[src/core/swt_pkg.sv]
// constants, types and encodings for the status-word transfer execution block
// assumes a single core clock and a plain register port on the main module
package swt_pkg;

    localparam int          COND_HI      = 31;
    localparam int          COND_LO      = 28;
    localparam int          SEL_BIT      = 22;
    localparam int          RD_HI        = 15;
    localparam int          RD_LO        = 12;
    localparam int          IMM_BIT      = 25;
    localparam int          FLAG_LO      = 28;
    localparam int          MODE_W       = 5;
    localparam logic [4:0]  MODE_USR     = 5'h10;
    localparam logic [4:0]  MODE_FIQ     = 5'h11;
    localparam logic [4:0]  MODE_IRQ     = 5'h12;
    localparam logic [4:0]  MODE_SVC     = 5'h13;
    localparam logic [4:0]  MODE_ABT     = 5'h17;
    localparam logic [4:0]  MODE_UND     = 5'h1b;
    localparam logic [4:0]  MODE_SYS     = 5'h1f;
    localparam logic [31:0] STATUS_RST   = 32'h000000d3;
    localparam logic [31:0] SAVED_RST    = 32'h00000000;
    localparam logic [3:0]  PC_REG       = 4'hf;
    // read form: cond 00010 P 001111 Rd 000000000000
    localparam logic [31:0] READ_MASK    = 32'h0fbf0fff;
    localparam logic [31:0] READ_MATCH   = 32'h010f0000;
    // whole write: cond 00010 P 1010011111 00000000 Rm
    localparam logic [31:0] WRALL_MASK   = 32'h0fbffff0;
    localparam logic [31:0] WRALL_MATCH  = 32'h0129f000;
    // flags-only write: cond 00 I 10 P 1010001111 source
    localparam logic [31:0] WRFLG_MASK   = 32'h0dbff000;
    localparam logic [31:0] WRFLG_MATCH  = 32'h0128f000;
    // register offsets on the plain port
    localparam logic [3:0]  OFS_INSTR    = 4'h0;
    localparam logic [3:0]  OFS_SRC      = 4'h1;
    localparam logic [3:0]  OFS_STATUS   = 4'h2;
    localparam logic [3:0]  OFS_RESULT   = 4'h3;
    localparam logic [3:0]  OFS_SAVED    = 4'h4;
    localparam logic [3:0]  OFS_LAST     = 4'h5;

    typedef enum logic [1:0] {SWT_NONE, SWT_READ, SWT_WRALL, SWT_WRFLG} swt_kind_t;

    typedef struct packed {
        swt_kind_t  kind;
        logic       use_saved;
        logic [3:0] reg_num;
        logic [3:0] cond;
        logic       imm;
    } swt_dec_t;

endpackage : swt_pkg

[src/core/swt_decode.sv]
// instruction decoder for the status-word transfers
// assumes a 32-bit instruction word from logic on the same clock
`timescale 1ns/1ps
`default_nettype none
module swt_decode
    import swt_pkg::*;
(
    // instruction in
    input  wire logic [31:0] instr,
    // decoded fields out
    output swt_dec_t         dec
);
    always_comb begin
        dec           = '0;
        dec.kind      = SWT_NONE;
        dec.cond      = instr[COND_HI:COND_LO];
        dec.use_saved = instr[SEL_BIT];
        dec.imm       = instr[IMM_BIT];
        // compare-class opcodes with flag bit clear carry these forms
        if ((instr & READ_MASK) == READ_MATCH) begin
            dec.kind    = SWT_READ;
            dec.reg_num = instr[RD_HI:RD_LO];
        end else if ((instr & WRALL_MASK) == WRALL_MATCH) begin
            dec.kind    = SWT_WRALL;
            dec.reg_num = instr[3:0];
        end else if ((instr & WRFLG_MASK) == WRFLG_MATCH) begin
            dec.kind    = SWT_WRFLG;
            dec.reg_num = instr[3:0];
        end
    end
endmodule : swt_decode
`default_nettype wire

[src/core/swt_exec.sv]
// status-word transfer execution: current and banked saved words
// assumes a plain register port; a write to the instruction offset executes it
//
// Chosen here: the register offsets and the address-and-strobe port.
`timescale 1ns/1ps
`default_nettype none
module swt_exec
    import swt_pkg::*;
(
    // clock and reset
    input  wire logic        core_clk,
    input  wire logic        sys_rst,
    // register port
    input  wire logic [3:0]  addr,
    input  wire logic [31:0] wdata,
    input  wire logic        wr,
    input  wire logic        rd,
    output logic [31:0]      rdata,
    // status view
    output logic [31:0]      status_word,
    output logic             exec_done
);
    swt_dec_t    dec;
    logic [31:0] instr_in;
    logic [31:0] src;
    logic [31:0] result;
    logic [31:0] last;
    logic [31:0] saved [5];
    logic [2:0]  bank_idx;
    logic        bank_ok;
    logic        cond_pass;
    logic        go;
    logic [31:0] operand;
    logic [31:0] target;
    logic [31:0] merged;
    logic [31:0] next_status;
    logic [31:0] next_result;
    logic [31:0] next_src;
    logic [31:0] next_last;
    logic [31:0] next_rdata;
    logic        next_done;
    logic [31:0] next_saved [5];
    logic        n_f, z_f, c_f, v_f;

    assign instr_in = wdata;

    swt_decode u_dec (
        .instr (instr_in),
        .dec   (dec)
    );

    assign n_f = status_word[31];
    assign z_f = status_word[30];
    assign c_f = status_word[29];
    assign v_f = status_word[28];

    // condition
    always_comb begin
        unique case (dec.cond)
            4'h0: cond_pass = z_f;
            4'h1: cond_pass = !z_f;
            4'h2: cond_pass = c_f;
            4'h3: cond_pass = !c_f;
            4'h4: cond_pass = n_f;
            4'h5: cond_pass = !n_f;
            4'h6: cond_pass = v_f;
            4'h7: cond_pass = !v_f;
            4'h8: cond_pass = c_f && !z_f;
            4'h9: cond_pass = !c_f || z_f;
            4'ha: cond_pass = (n_f == v_f);
            4'hb: cond_pass = (n_f != v_f);
            4'hc: cond_pass = !z_f && (n_f == v_f);
            4'hd: cond_pass = z_f || (n_f != v_f);
            4'he: cond_pass = 1'b1;
            4'hf: cond_pass = 1'b0;
        endcase
    end

    // banked saved word picked from the mode now in force
    always_comb begin
        bank_ok  = 1'b1;
        bank_idx = 3'h0;
        unique case (status_word[MODE_W-1:0])
            MODE_FIQ: bank_idx = 3'h0;
            MODE_IRQ: bank_idx = 3'h1;
            MODE_SVC: bank_idx = 3'h2;
            MODE_ABT: bank_idx = 3'h3;
            MODE_UND: bank_idx = 3'h4;
            // no saved word here, access is dropped
            default:  bank_ok  = 1'b0;
        endcase
    end

    // program counter register as operand is software's fault, not trapped
    // a saved-word access with no bank is refused outright, no done pulse
    assign go      = wr && (addr == OFS_INSTR) && (dec.kind != SWT_NONE) && cond_pass
                     && (!dec.use_saved || bank_ok);
    assign operand = dec.imm ? src : src;
    assign target  = dec.use_saved ? saved[bank_idx] : status_word;

    // flags-only merge keeps control bits
    assign merged = {operand[31:FLAG_LO], target[FLAG_LO-1:0]};

    always_comb begin
        next_status = status_word;
        next_result = result;
        next_src    = src;
        next_last   = last;
        next_done   = 1'b0;
        next_rdata  = 32'h00000000;
        for (int i = 0; i < 5; i++) begin
            next_saved[i] = saved[i];
        end
        if (wr && addr == OFS_SRC) begin
            next_src = wdata;
        end
        if (wr && addr == OFS_STATUS) begin
            next_status = wdata;
        end
        if (wr && addr == OFS_SAVED && bank_ok) begin
            next_saved[bank_idx] = wdata;
        end
        if (wr && addr == OFS_INSTR) begin
            next_last = wdata;
        end
        if (go) begin
            next_done = 1'b1;
            unique case (dec.kind)
                SWT_READ: begin
                    if (!dec.use_saved) begin
                        next_result = status_word;
                    end else if (bank_ok) begin
                        next_result = saved[bank_idx];
                    end
                end
                SWT_WRALL, SWT_WRFLG: begin
                    if (dec.use_saved) begin
                        if (bank_ok) begin
                            next_saved[bank_idx] = (dec.kind == SWT_WRALL) ? operand : merged;
                        end
                    end else if (dec.kind == SWT_WRFLG ||
                                 status_word[MODE_W-1:0] == MODE_USR) begin
                        // user mode keeps control bits
                        next_status = {operand[31:FLAG_LO], status_word[FLAG_LO-1:0]};
                    end else begin
                        next_status = operand;
                    end
                end
                default: begin
                    next_done = 1'b0;
                end
            endcase
        end
        if (rd) begin
            unique case (addr)
                OFS_SRC:    next_rdata = src;
                OFS_STATUS: next_rdata = status_word;
                OFS_RESULT: next_rdata = result;
                OFS_SAVED:  next_rdata = bank_ok ? saved[bank_idx] : 32'h00000000;
                OFS_LAST:   next_rdata = last;
                default:    next_rdata = 32'h00000000;
            endcase
        end
    end

    always_ff @(posedge core_clk) begin
        if (sys_rst) begin
            status_word <= STATUS_RST;
            result      <= 32'h00000000;
            src         <= 32'h00000000;
            last        <= 32'h00000000;
            rdata       <= 32'h00000000;
            exec_done   <= 1'b0;
            for (int i = 0; i < 5; i++) begin
                saved[i] <= SAVED_RST;
            end
        end else begin
            status_word <= next_status;
            result      <= next_result;
            src         <= next_src;
            last        <= next_last;
            rdata       <= next_rdata;
            exec_done   <= next_done;
            for (int i = 0; i < 5; i++) begin
                saved[i] <= next_saved[i];
            end
        end
    end
endmodule : swt_exec
`default_nettype wire

[config.mk]
export PLATFORM = sky130hd
export DESIGN_NAME = swt_exec
export DESIGN_NICKNAME = d
export VERILOG_FILES = /design/src/core/swt_pkg.sv /design/src/core/swt_decode.sv /design/src/core/swt_exec.sv
export SDC_FILE = /design/constraint.sdc
export NUM_CORES = 1
export LEC_CHECK = 0
export BUFFER_PORTS_ARGS = -buffer_cell sky130_fd_sc_hd__buf_2
export CORE_MARGIN = 2
export CORE_UTILIZATION = 35
export DETAILED_ROUTE_END_ITERATION = 12
export PLACE_DENSITY = 0.6
export SLEW_MARGIN = 40
export SYNTH_ARGS = -nofsm -noshare
export SYNTH_HDL_FRONTEND = slang
export SYNTH_HIERARCHICAL = 1
export SYNTH_SLANG_ARGS = --single-unit
[constraint.sdc]
create_clock -name core_clk -period 4.1 [get_ports core_clk]
set_input_delay 0.82 -clock core_clk [delete_from_list [all_inputs] [get_ports core_clk]]
set_output_delay 0.82 -clock core_clk [all_outputs]
set_load 0.03 [all_outputs]
# Word-level counts from Yosys, hierarchy flattened
# Memory sizes are Yosys's and may differ from the RTL's.
# Index checks and enable logic that the tools add are counted.
# totals
register_bits	161
ramBits	160
in_bits	40
mem_count	1
out_inout_bits	65
# mem_list
name	depth	width	read_ports	rd_ports_with_merged_regs	wr	line_no	rtl
saved	5	32	6	0	5	swt_exec.sv:28	logic [31:0] saved [5];
# op_classes
reduce_logical	29
mux	35
eq_ne	36
n_bitwise	8
order_cmp	2
# op_table
op	n
two-way mux 160 bit	5
two-way mux 32 bit	13
bitwise mux 160 bit	2
one-hot mux 32 bit (5 select lines)	1
demux 32 bit (select 3 bit)	1
two-way mux 28 bit	3
equality test 23 x 20 -> 1 bit (second input constant)	2
equality test 4 bit (second input constant)	8
equality test 5 bit (second input constant)	6
equality test 4 x 3 -> 1 bit (second input constant)	6
equality test 4 x 2 -> 1 bit (second input constant)	4
one-hot mux 1 bit (16 select lines)	1
equality test 14 x 12 -> 1 bit (second input constant)	1
one-hot mux 3 bit (4 select lines)	1
logical AND 1 bit	11
equality test 4 x 1 -> 1 bit (second input constant)	2
zero test 4 bit	2
two-way mux 2 bit	3
OR reduction 2 bit	3
zero test 1 bit	5
two-way mux 1 bit	5
bitwise OR 1 bit	5
OR reduction 5 bit	1
equality test 2 bit (second input constant)	2
13 further kinds	17

# Longest topological paths before layout
# depth
word_depth	15
ltp_mapped	12
depth_no_buf	9

# By module
# Netlist, hierarchy kept.
# modules_own_cells
mod	area_per_inst_um2	instances	cells_each
swt_exec	16318.2	1	1853
swt_decode	305.3	1	37

# Worst setup path after synthesis
# OpenSTA, ideal clock, no wires.
# synth_path
kind	input port to flip-flop
start	input wdata[20]
end	register status_word[0]
stages	11
arrival_ns	3.123
path_slack_ns	0.863
required_time_ns	3.986
cell_sequence	and4bb_1 buf_4 nand4_2 o21ai_1 nor2_1 a21oi_1 nand2_1 a2111oi_4 buf_2 o211ai_1 a21o_1
# synth_lines
item	line_no	rtl
from (decl)	swt_exec.sv:15	input wire logic [31:0] wdata,
to (signal assigned)	swt_exec.sv:178	status_word <= next_status;
to (decl)	swt_exec.sv:20	output logic [31:0] status_word,

==> summary.md <==
| Metric | Value |
|---|---|
| Slew Limit Fails | `0` |
| Crit path max fanout | `57` |
| Post-CTS Setup Inserts | `0` |
| YS warnings | `6` |
| Die height | `around 220 um` |
| Dpl hpwl | `roughly 35000 um` |
| Final Wtd Congestion | `about 0.85` |
| Actual slew at the worst max-slew pin | `0.832 ns` |
| Post-Synthesis Cell Area | `around 17000 um^2` |
| Endpoint class of the critical path | `flop` |
| Layout Skew | `0.0204 ns` |
| Worst Hold Class | `flop to flop` |
| Num ports | `roughly 110` |
| Critical path type | `input port to flop` |
| Post-route cell area | `19000 um^2` |
| CP Cell Sequence | `buf_2 -> nor4_4 -> nand3_2 -> o21ai_1 -> nor2_1 -> a21oi_1 -> nand2_1 -> a2111oi_4 -> buf_12 -> mux2i_1 -> nor2_1` |
| Critical-path top delay cell | `a2111oi_4` |
| Max IR drop VDD | `between 0.0002 and 0.00025 V` |
| 1st-iter DRT viols | `1402` |
| Initial antenna violation count | `0` |
| Synth Area per Inst | `slightly below 9 um^2` |
| TritonRoute pass-1 iters | `8` |
| Fillers | `roughly 4500` |
| GRT overflow | `0` |
| Max-cap violations | `0` |
| Cell mode on critical path | `nor2_1` |
| PwrDens | `between 300 and 400 nW/um^2` |
| Nature of the critical path startpoint | `input port` |
| CTS tree | `yes` |
| Dpl cell area | `17700 um^2` |
| IO buf count | `approximately 100` |
| Antenna diode count | `0` |
| CP required | `approximately 4.5 ns` |
| Achievable Freq | `slightly above 300 MHz` |
| RSZ-0062 raised after global routing | `false` |
| Pin count of the biggest net entering global routing | `110` |
| TritonCTS Buffers | `38` |
| Slowest Stage Delay on Critical Path | `~0.46 ns` |
| Die area | `slightly below 50000 um^2` |
| Final setup viols | `0` |
| Max clock buf depth | `3` |
| Final #Nets | `just under 2000` |
| Area growth syn-to-layout | `14.9%` |
| Routed len/inst | `about 23 um` |
| Relative slew margins | `approximately 45%` |
| Reg area | `6430 um^2` |
| Outcome | `finished, final reports clean` |
| Cell count after synthesis | `roughly 1900` |
| Hold_buf cts | `0` |
| Resize count post-CTS | `0` |
| Reg clk slew, reported paths | `0.06 ns` |
| Final worst-path cycle share | `78.9%` |
| Multi-input gate area | `a little over 9000 um^2` |
| First-pass GRT wire length | `88100 um` |
| Final hold slack | `approximately 0.46 ns` |
| CTS root buffer | `clkbuf_16` |
| Vias | `~15000` |
| Core area | `~47000 um^2` |
| Remaining antenna violation count | `0` |
| Total Power | `around 7.2 mW` |
| H-tree depth | `2` |
| Minimum clock period | `3.23 ns` |
| Total Routing Usage GR | `22.7%` |
| Worst-Skew Late Latency | `0.56 ns` |
| Initial Util | `35.5%` |
| LEAKAGE | `7.16 nW` |
| Die W | `around 220 um` |
| Vias in the first global route | `between 10000 and 15000` |
| Setup TNS | `0 ns` |
| Final wirelength | `57600 um` |
| Final hold violations | `0` |
| Syn_nets | `roughly 1900` |
| Share of layout cells above drive strength 1 | `a little under a quarter` |
| Pre-CTS setup slack | `roughly 0.33 ns` |
| Cell Rows | `approximately 80` |
| CTS Sinks | `321` |
| Post-route worst setup slack | `approximately 0.87 ns` |
| Critical Path AT | `roughly 3.6 ns` |
| DRC errors left | `0` |
| Vias/cell | `around 6` |
## through the flow
stage	std cells	util, %
finish	2536	40.8
global route	2536	40.8
CTS	2536	40.8
detailed placement	2468	37.9
global placement	2468	37.9
floorplan	1877	-
## area by class of cell
cell class	instances	share of cell area (%)
clock buffers	58	6.09
clock inverters	10	0.961
flip-flops and latches	321	33.8
repair buffers	171	5.83
well taps	607	4.00
inverters	4	0.0790
multi-input cells	1365	49.2
## placed cells by master (no fill, tap or decap), drive strengths merged, types with 43 or more instances in the layout
| cell type | count |
|---|---|
| a31oi | 55 |
| nand2 | 241 |
| buf | 171 |
| nand3 | 43 |
| mux2 | 174 |
| clkbuf | 58 |
| a211oi | 190 |
| nor2 | 226 |
| mux2i | 111 |
| dfxtp | 321 |
| a21oi | 114 |
## state kept, by name, indices dropped and copies added (netlist names)
signal / count
last: 32
exec_done: 1
saved: 160
rdata: 32
result: 32
status_word: 32
operand: 32
## routing by layer
metal,GRT usage [%],wire length [um],vias to the layer above
met5,0,0,-
met4,7.82,1610,0
met3,3.89,4140,117
met2,37.2,26900,636
met1,30.2,24900,7380
li1,-,-,6914
## worst max-delay path: cells and delay by family
kind	cells	cell delay, ns
muxes	1	0.26
buffers and inverters	2	0.55
AOI/OAI and AO/OA	3	1.06
and+or+nand+nor	5	0.91
## report_power, final
group	switching, mW	internal (mW)	leakage, nW
Sequential	0.0166	3.14	2.59
Clock	1.39	2.26	0.661
Combinational	0.309	0.105	3.91
Total	1.72	5.50	7.16
## worst paths after layout
check,to,startpoint,slack [ns],cells after the start
min reg2reg,last[15],last[15],0.46,2
max reg2reg,result[14],status_word[4],0.91,8
min,last[15],last[15],0.46,2
max,status_word[30],wdata[4],0.87,11
Power figures use the tool's default switching activity.
